===== config.mk =====
export PLATFORM = sky130hd
export DESIGN_NAME = tcap_top
export DESIGN_NICKNAME = d
export VERILOG_FILES = /design/src/tcap_pkg.sv /design/src/tcap_top.sv
export SDC_FILE = /design/constraint.sdc
export NUM_CORES = 1
export LEC_CHECK = 0
export BUFFER_PORTS_ARGS = -buffer_cell sky130_fd_sc_hd__buf_2
export CELL_PAD_IN_SITES_DETAIL_PLACEMENT = 2
export CELL_PAD_IN_SITES_GLOBAL_PLACEMENT = 2
export CORE_ASPECT_RATIO = 1.25
export CORE_MARGIN = 2
export CORE_UTILIZATION = 39
export DETAILED_ROUTE_END_ITERATION = 8
export GPL_TIMING_DRIVEN = 1
export PLACE_DENSITY = 0.81
export SLEW_MARGIN = 20
export SYNTH_ARGS = -nofsm -noshare
export SYNTH_HDL_FRONTEND = slang
export SYNTH_SLANG_ARGS = --single-unit

===== constraint.sdc =====
create_clock -name core_clk -period 7.1 [get_ports core_clk]
set_input_delay 0.355 -clock core_clk [delete_from_list [all_inputs] [get_ports core_clk]]
set_output_delay 0.355 -clock core_clk [all_outputs]
set_load 0.01 [all_outputs]

===== src/tcap_pkg.sv =====
package tcap_pkg;
  // Register byte addresses (one aligned word each)
  localparam int          ADDR_W     = 12;
  localparam logic [11:0] OFF_TSC    = 12'h000;
  localparam logic [11:0] OFF_CNT_HI = 12'h004;
  localparam logic [11:0] OFF_CNT_LO = 12'h008;
  localparam logic [11:0] OFF_MOD_HI = 12'h00c;
  localparam logic [11:0] OFF_MOD_LO = 12'h010;
  localparam logic [11:0] CH_BASE    = 12'h020;
  localparam logic [11:0] CH_STRIDE  = 12'h010;
  localparam logic [11:0] CH_SC_OFF  = 12'h000;
  localparam logic [11:0] CH_VH_OFF  = 12'h004;
  localparam logic [11:0] CH_VL_OFF  = 12'h008;
  // Flag bit position in both status/control bytes
  localparam int          FLAG_BIT   = 7;
  localparam logic [15:0] CNT_ZERO   = 16'h0000;
  localparam logic [15:0] CNT_FULL   = 16'hffff;
  localparam logic [1:0]  RESP_OKAY  = 2'b00;
  localparam logic [1:0]  RESP_SLVERR = 2'b10;
  localparam int          CH_MAX     = 8;

  typedef enum logic [1:0] {
    CLK_OFF   = 2'b00,
    CLK_BUS   = 2'b01,
    CLK_FIXED = 2'b10,
    CLK_EXT   = 2'b11
  } tcap_clksrc_t;

  typedef enum logic [1:0] {
    MODE_CAPTURE = 2'b00,
    MODE_COMPARE = 2'b01,
    MODE_EPWM_A  = 2'b10,
    MODE_EPWM_B  = 2'b11
  } tcap_chmode_t;

  // Timer status/control byte, bit 7 down to bit 0
  typedef struct packed {
    logic         overflow_flag;
    logic         overflow_irq_enable;
    logic         center_align_select;
    tcap_clksrc_t clock_select;
    logic [2:0]   prescale;
  } tcap_tsc_t;

  // Channel status/control byte, bits 1:0 read zero
  typedef struct packed {
    logic         channel_event_flag;
    logic         channel_irq_enable;
    tcap_chmode_t channel_mode;
    logic [1:0]   edge_level;
    logic [1:0]   unused;
  } tcap_chsc_t;

  localparam tcap_tsc_t  TSC_RESET  = '0;
  localparam tcap_chsc_t CHSC_RESET = '0;
endpackage : tcap_pkg


===== src/tcap_top.sv =====
// The implementer's own choices: the placing of the registers and the AXI4-Lite interface to the registers.
`timescale 1ns/1ps
// Operation
// - One 16-bit counter, modulus, clock, prescale
// - Center select: up/down counter, else up only
// - Clock select 00 off, else three sources
// - Reset clears clock select, counter stopped
// - Select 00 stops counter, values kept
// - External clock synchronised, max quarter rate
// - Shared pin channel: compare, pin disabled
// - Overflow interrupt when flag and enable
// - Free up count wraps 0xFFFF, sets flag
// - Limited up count wraps at modulus
// - Up/down sets flag leaving modulus downward
// - Up/down turns at limit and zero
// - Terminal count is modulus or 0xFFFF
// - Counter write zeroes counter and latch
// - Mode bits pick capture, compare, PWM; the PWM codes do nothing here
// - Active edge copies counter to channel; not under center select here
// - Capture mode value bytes are read only; writable under center select here
// - Byte read latches other byte coherently
// - Channel control write clears read latch
// - Capture sets channel flag, optional interrupt
// - Capture works during debug halt
// - Edge bits 01 rise, 10 fall, 11 both
// - Zero modulus means free running
// - Debug halt freezes read latches
module tcap_top #(
  parameter int NCH = 2
) (
  input  wire logic           core_clk,
  input  wire logic           rst,
  input  wire logic [11:0]    s_axi_awaddr,
  input  wire logic           s_axi_awvalid,
  output logic                s_axi_awready,
  input  wire logic [31:0]    s_axi_wdata,
  input  wire logic [3:0]     s_axi_wstrb,
  input  wire logic           s_axi_wvalid,
  output logic                s_axi_wready,
  output logic [1:0]          s_axi_bresp,
  output logic                s_axi_bvalid,
  input  wire logic           s_axi_bready,
  input  wire logic [11:0]    s_axi_araddr,
  input  wire logic           s_axi_arvalid,
  output logic                s_axi_arready,
  output logic [31:0]         s_axi_rdata,
  output logic [1:0]          s_axi_rresp,
  output logic                s_axi_rvalid,
  input  wire logic           s_axi_rready,
  input  wire logic           fixed_clk,
  input  wire logic           ext_clk_pin,
  input  wire logic [NCH-1:0] ch_pin,
  input  wire logic           debug_halt,
  output logic                overflow_irq,
  output logic [NCH-1:0]      channel_irq,
  output logic [NCH-1:0]      ch_pin_oe
);
  import tcap_pkg::*;

  if (NCH < 1 || NCH > CH_MAX) begin : g_bad_nch
    $error("tcap_top: NCH must be 1 to 8");
  end

  function automatic logic [11:0] ch_addr(input int n, input logic [11:0] off);
    ch_addr = 12'(CH_BASE + CH_STRIDE * 12'(n) + off);
  endfunction : ch_addr

  function automatic logic [6:0] pre_mask(input logic [2:0] ps);
    pre_mask = 7'((8'h01 << ps) - 8'h01);
  endfunction : pre_mask

  tcap_tsc_t   tsc;
  logic [15:0] cnt, modulus, cnt_buf, term;
  logic        count_down, cnt_lat, tof_armed;
  logic [6:0]  pre_cnt;
  logic        ext_s1, ext_s2, ext_s3, fix_q, src_edge, tick, ovf_event, at_term;
  tcap_chsc_t  ch_sc   [NCH];
  logic [15:0] ch_val  [NCH];
  logic [15:0] ch_buf  [NCH];
  logic [NCH-1:0] ch_lat, ch_armed, pin_q, cap_ev, cmp_ev;
  logic [NCH-1:0] ch_sc_wr, ch_vh_wr, ch_vl_wr, ch_sc_rd, ch_vh_rd, ch_vl_rd;
  // Bus slave state
  logic        aw_hold, w_hold, do_write, rd_fire;
  logic [11:0] wa, ra;
  logic [7:0]  wbyte;
  logic        wlane;
  logic [31:0] next_rdata;
  logic [1:0]  next_rresp;
  logic        w_mapped, cnt_wr, tsc_wr, tsc_rd, cnt_hi_rd, cnt_lo_rd;

  // Write channels taken in either order, response after both
  assign s_axi_awready = !aw_hold && !s_axi_bvalid;
  assign s_axi_wready  = !w_hold && !s_axi_bvalid;
  assign do_write      = aw_hold && w_hold && !s_axi_bvalid;
  assign s_axi_arready = !s_axi_rvalid;
  assign rd_fire       = s_axi_arvalid && s_axi_arready;
  assign ra            = {s_axi_araddr[11:2], 2'b00};

  always_ff @(posedge core_clk) begin
    if (rst) begin
      aw_hold      <= 1'b0;
      w_hold       <= 1'b0;
      wa           <= '0;
      wbyte        <= '0;
      wlane        <= 1'b0;
      s_axi_bvalid <= 1'b0;
      s_axi_bresp  <= RESP_OKAY;
    end else begin
      if (s_axi_awvalid && s_axi_awready) begin
        aw_hold <= 1'b1;
        wa      <= {s_axi_awaddr[11:2], 2'b00};
      end
      if (s_axi_wvalid && s_axi_wready) begin
        w_hold <= 1'b1;
        wbyte  <= s_axi_wdata[7:0];
        wlane  <= s_axi_wstrb[0];
      end
      if (do_write) begin
        aw_hold      <= 1'b0;
        w_hold       <= 1'b0;
        s_axi_bvalid <= 1'b1;
        s_axi_bresp  <= w_mapped ? RESP_OKAY : RESP_SLVERR;
      end else if (s_axi_bvalid && s_axi_bready) begin
        s_axi_bvalid <= 1'b0;
      end
    end
  end

  // Address decode; a write without byte lane 0 changes nothing
  always_comb begin
    w_mapped  = (wa == OFF_TSC) || (wa == OFF_CNT_HI) || (wa == OFF_CNT_LO) ||
                (wa == OFF_MOD_HI) || (wa == OFF_MOD_LO);
    tsc_wr    = do_write && wlane && (wa == OFF_TSC);
    cnt_wr    = do_write && wlane && (wa == OFF_CNT_HI || wa == OFF_CNT_LO);
    tsc_rd    = rd_fire && (ra == OFF_TSC);
    cnt_hi_rd = rd_fire && (ra == OFF_CNT_HI);
    cnt_lo_rd = rd_fire && (ra == OFF_CNT_LO);
    for (int i = 0; i < NCH; i++) begin
      ch_sc_wr[i] = do_write && wlane && (wa == ch_addr(i, CH_SC_OFF));
      ch_vh_wr[i] = do_write && wlane && (wa == ch_addr(i, CH_VH_OFF));
      ch_vl_wr[i] = do_write && wlane && (wa == ch_addr(i, CH_VL_OFF));
      ch_sc_rd[i] = rd_fire && (ra == ch_addr(i, CH_SC_OFF));
      ch_vh_rd[i] = rd_fire && (ra == ch_addr(i, CH_VH_OFF));
      ch_vl_rd[i] = rd_fire && (ra == ch_addr(i, CH_VL_OFF));
      if (wa == ch_addr(i, CH_SC_OFF) || wa == ch_addr(i, CH_VH_OFF) ||
          wa == ch_addr(i, CH_VL_OFF)) begin
        w_mapped = 1'b1;
      end
    end
  end

  // Read mux; a latched read outside debug halt shows the buffer, any other read live data
  always_comb begin
    next_rdata = '0;
    next_rresp = RESP_OKAY;
    if (ra == OFF_TSC) begin
      next_rdata[7:0] = tsc;
    end else if (ra == OFF_CNT_HI) begin
      next_rdata[7:0] = (cnt_lat && !debug_halt) ? cnt_buf[15:8] : cnt[15:8];
    end else if (ra == OFF_CNT_LO) begin
      next_rdata[7:0] = (cnt_lat && !debug_halt) ? cnt_buf[7:0] : cnt[7:0];
    end else if (ra == OFF_MOD_HI) begin
      next_rdata[7:0] = modulus[15:8];
    end else if (ra == OFF_MOD_LO) begin
      next_rdata[7:0] = modulus[7:0];
    end else begin
      next_rresp = RESP_SLVERR;
    end
    for (int i = 0; i < NCH; i++) begin
      if (ch_sc_rd[i]) begin
        next_rdata = {24'h000000, ch_sc[i]};
        next_rresp = RESP_OKAY;
      end
      if (ch_vh_rd[i]) begin
        next_rdata = {24'h000000, (ch_lat[i] && !debug_halt) ? ch_buf[i][15:8] : ch_val[i][15:8]};
        next_rresp = RESP_OKAY;
      end
      if (ch_vl_rd[i]) begin
        next_rdata = {24'h000000, (ch_lat[i] && !debug_halt) ? ch_buf[i][7:0] : ch_val[i][7:0]};
        next_rresp = RESP_OKAY;
      end
    end
  end

  always_ff @(posedge core_clk) begin
    if (rst) begin
      s_axi_rvalid <= 1'b0;
      s_axi_rdata  <= '0;
      s_axi_rresp  <= RESP_OKAY;
    end else if (rd_fire) begin
      s_axi_rvalid <= 1'b1;
      s_axi_rdata  <= next_rdata;
      s_axi_rresp  <= next_rresp;
    end else if (s_axi_rvalid && s_axi_rready) begin
      s_axi_rvalid <= 1'b0;
    end
  end

  // Clock sources; the external pin is resynchronised, so it must stay
  // below a quarter of core_clk to show clean edges
  always_ff @(posedge core_clk) begin
    if (rst) begin
      ext_s1 <= 1'b0;
      ext_s2 <= 1'b0;
      ext_s3 <= 1'b0;
      fix_q  <= 1'b0;
    end else begin
      ext_s1 <= ext_clk_pin;
      ext_s2 <= ext_s1;
      ext_s3 <= ext_s2;
      fix_q  <= fixed_clk;
    end
  end

  always_comb begin
    case (tsc.clock_select)
      CLK_BUS:   src_edge = 1'b1;
      CLK_FIXED: src_edge = fixed_clk && !fix_q;
      CLK_EXT:   src_edge = ext_s2 && !ext_s3;
      default:   src_edge = 1'b0;
    endcase
  end

  // Prescaler; debug halt freezes the count
  assign tick = src_edge && !debug_halt &&
                ((pre_cnt & pre_mask(tsc.prescale)) == pre_mask(tsc.prescale));

  always_ff @(posedge core_clk) begin
    if (rst || cnt_wr) begin
      pre_cnt <= '0;
    end else if (src_edge && !debug_halt) begin
      pre_cnt <= pre_cnt + 7'h01;
    end
  end

  assign term      = (modulus == CNT_ZERO) ? CNT_FULL : modulus;
  assign at_term   = (cnt == term);
  assign ovf_event = tick && !cnt_wr && at_term && (!tsc.center_align_select || !count_down);

  // Main counter: up mode wraps at term, up/down turns at term and zero
  always_ff @(posedge core_clk) begin
    if (rst || cnt_wr) begin
      cnt        <= CNT_ZERO;
      count_down <= 1'b0;
    end else if (tick) begin
      if (!tsc.center_align_select) begin
        cnt        <= at_term ? CNT_ZERO : cnt + 16'h0001;
        count_down <= 1'b0;
      end else if (!count_down) begin
        count_down <= at_term;
        cnt        <= at_term ? cnt - 16'h0001 : cnt + 16'h0001;
      end else begin
        count_down <= (cnt != CNT_ZERO);
        cnt        <= (cnt == CNT_ZERO) ? cnt + 16'h0001 : cnt - 16'h0001;
      end
    end
  end

  // Counter read coherency; frozen under debug halt
  always_ff @(posedge core_clk) begin
    if (rst || cnt_wr) begin
      cnt_lat <= 1'b0;
      cnt_buf <= CNT_ZERO;
    end else if ((cnt_hi_rd || cnt_lo_rd) && !debug_halt) begin
      cnt_lat <= !cnt_lat;
      if (!cnt_lat) begin
        cnt_buf <= cnt;
      end
    end
  end

  // Modulus bytes
  always_ff @(posedge core_clk) begin
    if (rst) begin
      modulus <= CNT_ZERO;
    end else if (do_write && wlane && wa == OFF_MOD_HI) begin
      modulus[15:8] <= wbyte;
    end else if (do_write && wlane && wa == OFF_MOD_LO) begin
      modulus[7:0] <= wbyte;
    end
  end

  // Timer control; overflow flag set wins over the software clear
  always_ff @(posedge core_clk) begin
    if (rst) begin
      tsc       <= TSC_RESET;
      tof_armed <= 1'b0;
    end else begin
      if (tsc_wr) begin
        tsc.overflow_irq_enable <= wbyte[6];
        tsc.center_align_select <= wbyte[5];
        tsc.clock_select        <= tcap_clksrc_t'(wbyte[4:3]);
        tsc.prescale            <= wbyte[2:0];
      end
      if (ovf_event) begin
        tsc.overflow_flag <= 1'b1;
      end else if (tsc_wr && !wbyte[FLAG_BIT] && tof_armed) begin
        tsc.overflow_flag <= 1'b0;
      end
      if (tsc_wr) begin
        tof_armed <= 1'b0;
      end else if (tsc_rd && tsc.overflow_flag) begin
        tof_armed <= 1'b1;
      end
    end
  end

  // Channel events with center select clear: capture on selected edge, software compare on match
  always_comb begin
    for (int i = 0; i < NCH; i++) begin
      cap_ev[i] = !tsc.center_align_select && ch_sc[i].channel_mode == MODE_CAPTURE &&
                  ((ch_sc[i].edge_level[0] && ch_pin[i] && !pin_q[i]) ||
                   (ch_sc[i].edge_level[1] && !ch_pin[i] && pin_q[i]));
      cmp_ev[i] = !tsc.center_align_select && ch_sc[i].channel_mode == MODE_COMPARE &&
                  tick && (cnt == ch_val[i]);
    end
  end

  // Channel registers
  always_ff @(posedge core_clk) begin
    if (rst) begin
      pin_q <= '0;
      for (int i = 0; i < NCH; i++) begin
        ch_sc[i]  <= CHSC_RESET;
        ch_val[i] <= CNT_ZERO;
      end
      ch_armed <= '0;
    end else begin
      pin_q <= ch_pin;
      for (int i = 0; i < NCH; i++) begin
        if (ch_sc_wr[i]) begin
          ch_sc[i].channel_irq_enable <= wbyte[6];
          ch_sc[i].channel_mode       <= tcap_chmode_t'(wbyte[5:4]);
          ch_sc[i].edge_level         <= wbyte[3:2];
        end
        if (cap_ev[i] || cmp_ev[i]) begin
          ch_sc[i].channel_event_flag <= 1'b1;
        end else if (ch_sc_wr[i] && !wbyte[FLAG_BIT] && ch_armed[i]) begin
          ch_sc[i].channel_event_flag <= 1'b0;
        end
        if (ch_sc_wr[i]) begin
          ch_armed[i] <= 1'b0;
        end else if (ch_sc_rd[i] && ch_sc[i].channel_event_flag) begin
          ch_armed[i] <= 1'b1;
        end
        if (cap_ev[i]) begin
          ch_val[i] <= cnt;
        end else if (ch_sc[i].channel_mode != MODE_CAPTURE ||
                     tsc.center_align_select) begin
          if (ch_vh_wr[i]) begin
            ch_val[i][15:8] <= wbyte;
          end else if (ch_vl_wr[i]) begin
            ch_val[i][7:0] <= wbyte;
          end
        end
      end
    end
  end

  // Channel read coherency; control write clears even under debug halt
  always_ff @(posedge core_clk) begin
    if (rst) begin
      ch_lat <= '0;
      for (int i = 0; i < NCH; i++) begin
        ch_buf[i] <= CNT_ZERO;
      end
    end else begin
      for (int i = 0; i < NCH; i++) begin
        if (ch_sc_wr[i]) begin
          ch_lat[i] <= 1'b0;
        end else if ((ch_vh_rd[i] || ch_vl_rd[i]) && !debug_halt) begin
          ch_lat[i] <= !ch_lat[i];
          if (!ch_lat[i]) begin
            ch_buf[i] <= ch_val[i];
          end
        end
      end
    end
  end

  // Interrupt lines and pin drive; no output waveform is generated
  always_ff @(posedge core_clk) begin
    if (rst) begin
      overflow_irq <= 1'b0;
      channel_irq  <= '0;
      ch_pin_oe    <= '0;
    end else begin
      overflow_irq <= tsc.overflow_flag && tsc.overflow_irq_enable;
      for (int i = 0; i < NCH; i++) begin
        channel_irq[i] <= ch_sc[i].channel_event_flag && ch_sc[i].channel_irq_enable;
      end
      ch_pin_oe <= '0;
    end
  end

  property p_reset_stop;
    @(posedge core_clk) $past(rst) |-> tsc.clock_select == CLK_OFF && !tick;
  endproperty
  a_reset_stop: assert property (p_reset_stop) else $error("clock not off after reset");

  property p_stop_hold;
    @(posedge core_clk) disable iff (rst)
      tsc.clock_select == CLK_OFF && !cnt_wr |=> cnt == $past(cnt);
  endproperty
  a_stop_hold: assert property (p_stop_hold) else $error("stopped counter moved");

  property p_tick_only;
    @(posedge core_clk) disable iff (rst) !tick && !cnt_wr |=> $stable(cnt);
  endproperty
  a_tick_only: assert property (p_tick_only) else $error("counter moved without tick");

  property p_up_wrap;
    @(posedge core_clk) disable iff (rst)
      tick && !cnt_wr && !tsc.center_align_select && cnt == term
      |=> cnt == CNT_ZERO && tsc.overflow_flag;
  endproperty
  a_up_wrap: assert property (p_up_wrap) else $error("up wrap wrong");

  property p_turn_down;
    @(posedge core_clk) disable iff (rst)
      tick && !cnt_wr && tsc.center_align_select && !count_down && cnt == term
      |=> cnt == $past(cnt) - 16'h0001 && tsc.overflow_flag && count_down;
  endproperty
  a_turn_down: assert property (p_turn_down) else $error("up/down turn wrong");

  property p_cnt_clear;
    @(posedge core_clk) disable iff (rst) cnt_wr |=> cnt == CNT_ZERO && !cnt_lat;
  endproperty
  a_cnt_clear: assert property (p_cnt_clear) else $error("counter write did not clear");

  property p_capture;
    @(posedge core_clk) disable iff (rst)
      cap_ev[0] |=> ch_val[0] == $past(cnt) && ch_sc[0].channel_event_flag;
  endproperty
  a_capture: assert property (p_capture) else $error("capture value or flag wrong");

  property p_cap_ro;
    @(posedge core_clk) disable iff (rst)
      (ch_vh_wr[0] || ch_vl_wr[0]) && !cap_ev[0] && !tsc.center_align_select &&
      ch_sc[0].channel_mode == MODE_CAPTURE |=> $stable(ch_val[0]);
  endproperty
  a_cap_ro: assert property (p_cap_ro) else $error("capture value was written");

  property p_sc_unlatch;
    @(posedge core_clk) disable iff (rst) ch_sc_wr[0] |=> !ch_lat[0];
  endproperty
  a_sc_unlatch: assert property (p_sc_unlatch) else $error("latch survived control write");

  property p_irq;
    @(posedge core_clk) disable iff (rst)
      tsc.overflow_flag && tsc.overflow_irq_enable |=> overflow_irq;
  endproperty
  a_irq: assert property (p_irq) else $error("overflow interrupt missing");

  property p_sticky;
    @(posedge core_clk) disable iff (rst)
      tsc.overflow_flag && !tsc_wr |=> tsc.overflow_flag;
  endproperty
  a_sticky: assert property (p_sticky) else $error("overflow flag dropped");

  c_wrap:    cover property (@(posedge core_clk) disable iff (rst) ovf_event);
  c_capture: cover property (@(posedge core_clk) disable iff (rst) cap_ev[0] ##1 ch_vh_rd[0]);
  c_turn:    cover property (@(posedge core_clk) disable iff (rst) count_down && tick);
endmodule : tcap_top


# Yosys cells after proc, flatten, opt, wreduce, memory -nomap -nowiden
# Memory sizes are Yosys's and may differ from the RTL's.
# Index checks and enable logic that the tools add are counted.
classes:
  n_eq_ne: 29
  n_mux: 124
  n_reduce_logical: 128
  addsub: 4
  shifts: 1
  bitwise_logic: 21
op_table:
  columns: ["cell", "count"]
  rows:
  - ["2-to-1 mux 16 bit", 10]
  - ["2-to-1 mux 32 bit", 5]
  - ["2-to-1 mux 8 bit", 16]
  - ["== test 10 x 4 -> 1 bit, second input constant", 12]
  - ["2-to-1 mux 1 bit", 76]
  - ["logical AND 1 bit", 72]
  - ["== test 16 bit", 3]
  - ["== test 10 x 2 -> 1 bit, second input constant", 4]
  - ["logical NOT 16 bit", 2]
  - ["2-to-1 mux 2 bit", 16]
  - ["logical NOT 12 bit", 2]
  - ["== test 10 x 1 -> 1 bit, second input constant", 2]
  - ["== test 10 x 3 -> 1 bit, second input constant", 2]
  - ["logical OR 1 bit", 20]
  - ["logical NOT 1 bit", 18]
  - ["OR 1 bit", 18]
  - ["adder 16 x 1 -> 16 bit, second input constant", 1]
  - ["nonzero test 16 bit", 1]
  - ["subtractor 16 x 1 -> 16 bit, second input constant", 1]
  - ["nonzero test 2 bit", 5]
  - ["OR reduction 2 bit", 4]
  - ["adder 7 x 1 -> 7 bit, second input constant", 1]
  - ["bitwise AND 7 bit", 1]
  - ["== test 7 bit", 1]
  - ["other kinds (8)", 14]
word_totals:
  memories: 3
  register_bits: 138
  ram_bits: 76
  word_cells: 344
  input_bits: 72
memory_table:
  columns: ["name", "depth", "word_bits", "read_ports", "rd_clocked_by_memory_dff", "wr", "line", "text"]
  rows:
  - ["ch_buf", 2, 16, 2, 0, 2, "tcap_top.sv:79", "logic [15:0] ch_buf [NCH];"]
  - ["ch_val", 2, 16, 2, 0, 2, "tcap_top.sv:78", "logic [15:0] ch_val [NCH];"]
  - ["ch_sc", 2, 6, 2, 0, 2, "tcap_top.sv:77", "tcap_chsc_t ch_sc [NCH];"]

# Depth between registers and ports, before layout
logic_depth:
  depth_word: 13
  mapped_depth: 12

# Worst setup path before layout
# OpenSTA, ideal clock, no wires.
synth_path:
  path_kind: "flip-flop to flip-flop"
  start: "reg tsc[1] (netlist name)"
  end: "reg cnt[13]"
  stages_incl_launch_ff: 11
  t_required_ps: 6984
  arrival_ps: 2664
  slack_ps: 4320
  cell_sequence: "dfxtp_1 clkbuf_1 or3_1 ha_1 and2_0 o21ai_0 a21oi_1 nor4_2 clkbuf_1 o221ai_1 a31o_2"
synth_via:
  elab_chain_cells: 5
synth_lines:
  columns: ["element", "line", "text"]
  rows:
  - ["from (decl)", "tcap_top.sv:72", "tcap_tsc_t tsc;"]
  - ["<< shifter 1 x 3 -> 7 bit *", "tcap_top.sv:69", "pre_mask = 7'((8'h01 << ps) - 8'h01);"]
  - ["subtractor 7 x 1 -> 7 bit *", "tcap_top.sv:69", null]
  - ["bitwise AND 7 bit", "tcap_top.sv:226", "((pre_cnt & pre_mask(tsc.prescale)) == pre_mask(tsc.prescale));"]
  - ["== test 7 bit *", "tcap_top.sv:226", null]
  - ["logical AND 1 bit *", "tcap_top.sv:225", "assign tick = src_edge && !debug_halt &&"]
  - ["to (signal assigned)", "tcap_top.sv:247", "cnt <= at_term ? CNT_ZERO : cnt + 16'h0001;"]
  - ["to (signal assigned)", "tcap_top.sv:251", "cnt <= at_term ? cnt - 16'h0001 : cnt + 16'h0001;"]
  - ["to (signal assigned)", "tcap_top.sv:254", "cnt <= (cnt == CNT_ZERO) ? cnt + 16'h0001 : cnt - 16'h0001;"]
  - ["to (decl)", "tcap_top.sv:73", "logic [15:0] cnt, modulus, cnt_buf, term;"]
# Every way passes the cells marked *; elsewhere a longest branch is shown, timed or not.
# A chain may end at the register's enable or synchronous reset.

# Final worst setup path
layout_path:
  start: "reg modulus[1]"
  end: "reg cnt[1]"
layout_via:
  elab_chain_cells: 6
layout_lines:
  columns: ["element", "line", "text"]
  rows:
  - ["from (decl)", "tcap_top.sv:73", null]
  - ["from (signal assigned)", "tcap_top.sv:279", "modulus[7:0] <= wbyte;"]
  - ["logical NOT 16 bit", "tcap_top.sv:236", "assign term = (modulus == CNT_ZERO) ? CNT_FULL : modulus;"]
  - ["2-to-1 mux 16 bit *", "tcap_top.sv:236", null]
  - ["== test 16 bit *", "tcap_top.sv:237", "assign at_term = (cnt == term);"]
  - ["2-to-1 mux 16 bit", "tcap_top.sv:251", null]
  - ["2-to-1 mux 16 bit", "tcap_top.sv:249", "end else if (!count_down) begin"]
  - ["2-to-1 mux 16 bit *", "tcap_top.sv:246", "if (!tsc.center_align_select) begin"]
# Marks and branches as above.

==> summary by stage <==
Timing
Across all setup checks in the final design, the least slack found is 3.24 ns. Derived from the worst setup path, the maximum achievable clock frequency is 259 MHz. The transition time at the pin with the least slew margin is 1.07 ns. Measured against its own limit, the worst slew margin works out to 28.6%.

Across the routed clock network, the largest skew measured is 0.0154 ns. The number of max-slew violations in the final report is 0. The number of hold violations in the final report came to 0.

The setup total negative slack is 0 ns. Setup repair after global routing left no endpoint under its margin. The number of failing setup endpoints in the final timing report is 0. In the finished design, the share of the clock period the worst path needs comes to 54.4%. Final hold analysis gives a worst-case slack of 0.106 ns. For the finished layout, the period the worst path requires is 3.86 ns.

Power
Of the total power, the share spent switching nets is 27.4%. Cell internal power was estimated by the tool at 1.66 mW. The analysis attributes to cell leakage a power of 4.35 nW.

The power dissipated by switching net loads is 0.624 mW. Power comes to 2.28 mW. In this run the power density over the cells is 196 nW/µm².

The maximum vdd ir drop is 0.000167 V. The clock share of power is 41.7%. The sequential power share is 52.2%. The relative contribution of combinational cells to total power is 6.0%.

Critical path
Data on the critical path arrives at its endpoint at 4.21 ns. The startpoint class of the critical path is a flip-flop. The critical path is of the flip-flop to flip-flop type. The endpoint of the lowest-slack register-to-register path is cnt[1]$_SDFFE_PP0N_. Counting cells, the worst reg-to-reg path comes to 8.

For flop-to-flop paths, the worst setup slack is 3.24 ns. Data on the critical path is required at its endpoint by 7.45 ns. The critical register-to-register path startpoint is modulus[1]$_SDFFE_PP0P_. STA classifies the critical path endpoint as a flip-flop. Along the worst path, the maximum fanout reaches 17.

Worst hold path
The worst hold path begins at s_axi_rready. The worst hold path was traced through 2 stages. The worst min-delay path class is input pin to flip-flop.

The path with the worst hold slack has its endpoint at s_axi_rvalid$_SDFFE_PP0P_.

GRT
The met2 usage is 51.8%. The total routing resource utilization after global routing is 29.4%. The layer with the highest usage is met2.

The number of global-route vias before repair was 10200. In the global route stage, met3 resource usage came out at 3.90%. The aggregate global routing overflow is 0.

Entering global routing, the biggest net connects 81 pins. The initial antenna violation count is 2. The global-route wire length before repair is 62300 µm. The met1 usage is 33.7%.

Clock tree
Clock tree synthesis selected as its root buffer the cell sky130_fd_sc_hd__clkbuf_16. The clock net in this run drives a total of 188 sinks. The longest clock path from root to sink contains 2 buffers. In this run the post-CTS setup repair buffer count came out at 0. The clock transition at the register clock pins on the worst setup and hold paths after CTS is 0.08 ns. Hold repair after CTS inserted 0 buffers. The number of buffers created by CTS is 17. The clock tree from TritonCTS is built. The count of H-tree levels built during CTS is 4. The later pin in the worst-skew pair is clocked with a latency of 0.46 ns. Gates resized during post-CTS repair numbered 0.

Floorplanning
The count of pins on the block boundary is 118. The die covers 28600 µm². The horizontal die dimension is 152 µm. Once the floorplan was initialized, standard cells occupied 39.6% of the core. The height of the die is 189 µm. In this run the core area contains 67 standard-cell rows.

The total area inside the core boundary comes to 26800 µm².

Yosys
In the post-synthesis netlist, the cell with the most instances is sky130_fd_sc_hd__nand2_1. After technology mapping, the gate count stands at 1205. The commonest cells after synthesis are 156 x sky130_fd_sc_hd__nand2_1, 137 x sky130_fd_sc_hd__nor2_1, 112 x sky130_fd_sc_hd__dfxtp_1. A synthesized cell averages 8.81 µm².

The share of the yosys chip area belonging to registers is 42.6%. The number of distinct library cells after synthesis is 72. In the synthesized netlist the dominant register cell turns out to be sky130_fd_sc_hd__dfxtp_1. In the post-synthesis netlist, the biggest area contributors are sky130_fd_sc_hd__edfxtp_1 21%, sky130_fd_sc_hd__dfxtp_1 21%, sky130_fd_sc_hd__mux2i_1 8.0%, sky130_fd_sc_hd__nand2_1 5.5%, sky130_fd_sc_hd__nor2_1 4.8%.

Yosys printed 0 warnings. Counting flops and latches in the post-synthesis netlist gives 188. The synthesized design spends more area on one cell type than any other, namely sky130_fd_sc_hd__edfxtp_1. In this run the cell area of the synthesized design comes to 10600 µm². Summed over its instances, the top area cell type makes up 21.5% of the synthesized netlist area. The synthesized design contains 76 enable-type register cells. For this run, asynchronously set or reset flops after synthesis account for 0%.

Final layout
The post-layout instance count excluding filler cells is 1570. The area taken by flip-flops and latches is 4520 µm². Fill cells in the final layout number 2960.

Relative to the synthesized area, the layout overhead comes to 9.25%. In the final layout, the multi-input gates occupy 5570 µm². The final layout contains 1288 nets. With fillers left out, the area of the finished cells amounts to 11600 µm². The proportion of layout cells with a drive suffix above 1 is 10.8%. Cells fill 43.3% of the core in the end.

Route
The routed wire length is 41500 µm. For this run, design rule violations remaining after detail routing come to 0. The routed layout has 9502 vias. The remaining antenna violation count after routing is 0. Dividing the detail-routed wire length by the instance count gives 26.5 µm. The count of TritonRoute iterations in the first routing pass is 5.

The per-cell via count in the routed design is 6.05. For this block, the initial DRC count from the detailed router was 672.

Placed design
The post-placement worst setup slack is 3.20 ns. The final weighted congestion in routability-driven placement is 0.834. The placed standard-cell area is 11000 µm². The total placed cells including tap cells is 1536. The detailed placement HPWL is 28500 µm. The total of buffers placed on input and output ports is 58.

Flow run
Max-cap violations in this run came to 0.

Run status
The flow ran to the end, and the final reports show no timing, DRC or antenna violations.
[how the worst max path moves through the flow]
stage | start | end | slack, ns | depth (start not counted)
floorplan | tsc[1]$_SDFFE_PP0P_ | cnt[13]$_SDFFE_PP0N_ | 4.32 | 10
global placement | s_axi_araddr[11] | ch_buf[0][15]$_SDFFCE_PN0P_ | 3.34 | 6
detailed placement | s_axi_araddr[7] | ch_buf[0][8]$_SDFFCE_PN0P_ | 3.20 | 7
CTS | modulus[4]$_SDFFE_PP0P_ | cnt[1]$_SDFFE_PP0N_ | 3.27 | 8
global route | modulus[1]$_SDFFE_PP0P_ | cnt[11]$_SDFFE_PP0N_ | 2.96 | 8
finish | modulus[1]$_SDFFE_PP0P_ | cnt[1]$_SDFFE_PP0N_ | 3.24 | 8
[sequential cells by signal (all words and copies together), names as in the netlist, 2 cells and up]
name and cells:
ch_armed 2, ch_buf 32, ch_lat 2, ch_sc 12
ch_val 32, channel_irq 2, cnt 16, cnt_buf 16
modulus 16, pin_q 2, pre_cnt 7, s_axi_rdata 8
tsc 8, wa 10, wbyte 8
[power by group through the flow]
stage	clock network, mW	registers (mW)	logic, mW
final	0.951	1.19	0.138
after global routing	1.01	1.19	0.151
after CTS	0.963	1.19	0.137
after detailed placement	0	1.21	0.134
after global placement	0	1.21	0.129
after floorplan	0	1.19	0.0997
[critical path, stage by stage, from the launching register on]
cell and delay [ns]:
sky130_fd_sc_hd__dfxtp_1 0.40, sky130_fd_sc_hd__nor4_4 0.79, sky130_fd_sc_hd__a41oi_1 0.32, sky130_fd_sc_hd__xor2_1 0.21
sky130_fd_sc_hd__nand4_1 0.17, sky130_fd_sc_hd__or4_1 0.81, sky130_fd_sc_hd__a21oi_4 0.57, sky130_fd_sc_hd__nor3_1 0.12
sky130_fd_sc_hd__a311o_1 0.33
[layout make-up]
class | instances | share of cell area, %
multi-input cells | 905 | 48.0
flip-flops and latches | 188 | 39.0
repair buffers | 78 | 3.83
well taps | 345 | 3.72
clock buffers | 17 | 3.67
clock inverters | 15 | 1.12
inverters | 21 | 0.679
diodes | 1 | 0.0216
[cells by family after synthesis]
group / share of synthesized area (%)
and+or+nand+nor: 22.6
AOI/OAI and AO/OA: 14.7
DFF: 42.6
buffers and inverters: 6.33
muxes: 8.01
xor gates and xnor gates: 5.10
adders and majority gates: 0.589
other: 0.0353
[routing by layer]
| metal | wire (µm) | up-vias |
|---|---|---|
| li1 | - | 4239 |
| met5 | 0 | - |
| met3 | 1350 | 114 |
| met2 | 21300 | 293 |
| met1 | 16400 | 4856 |
| met4 | 2540 | 0 |
[layout by cell type (no fill, tap or decap), types with 8 or more instances in the layout]
cell and instances:
sky130_fd_sc_hd__a221oi_1 9, sky130_fd_sc_hd__o31ai_1 9, sky130_fd_sc_hd__nand4_1 11, sky130_fd_sc_hd__o21ai_0 34, sky130_fd_sc_hd__nand2_1 156, sky130_fd_sc_hd__nand3_1 22
sky130_fd_sc_hd__clkbuf_16 17, sky130_fd_sc_hd__and2_1 22, sky130_fd_sc_hd__o22ai_1 15, sky130_fd_sc_hd__a22oi_1 8, sky130_fd_sc_hd__nor2b_1 45, sky130_fd_sc_hd__buf_2 58
sky130_fd_sc_hd__nor3_1 29, sky130_fd_sc_hd__inv_1 21, sky130_fd_sc_hd__a41oi_1 16, sky130_fd_sc_hd__and3_1 11, sky130_fd_sc_hd__buf_4 19, sky130_fd_sc_hd__nor4_1 16
sky130_fd_sc_hd__xor2_1 25, sky130_fd_sc_hd__a211oi_1 17, sky130_fd_sc_hd__mux2i_1 85, sky130_fd_sc_hd__xnor2_1 35, sky130_fd_sc_hd__nor2_1 137, sky130_fd_sc_hd__dfxtp_1 112
sky130_fd_sc_hd__conb_1 28, sky130_fd_sc_hd__a21oi_1 74, sky130_fd_sc_hd__edfxtp_1 76
Note: power is estimated with default switching activity, not from simulation.
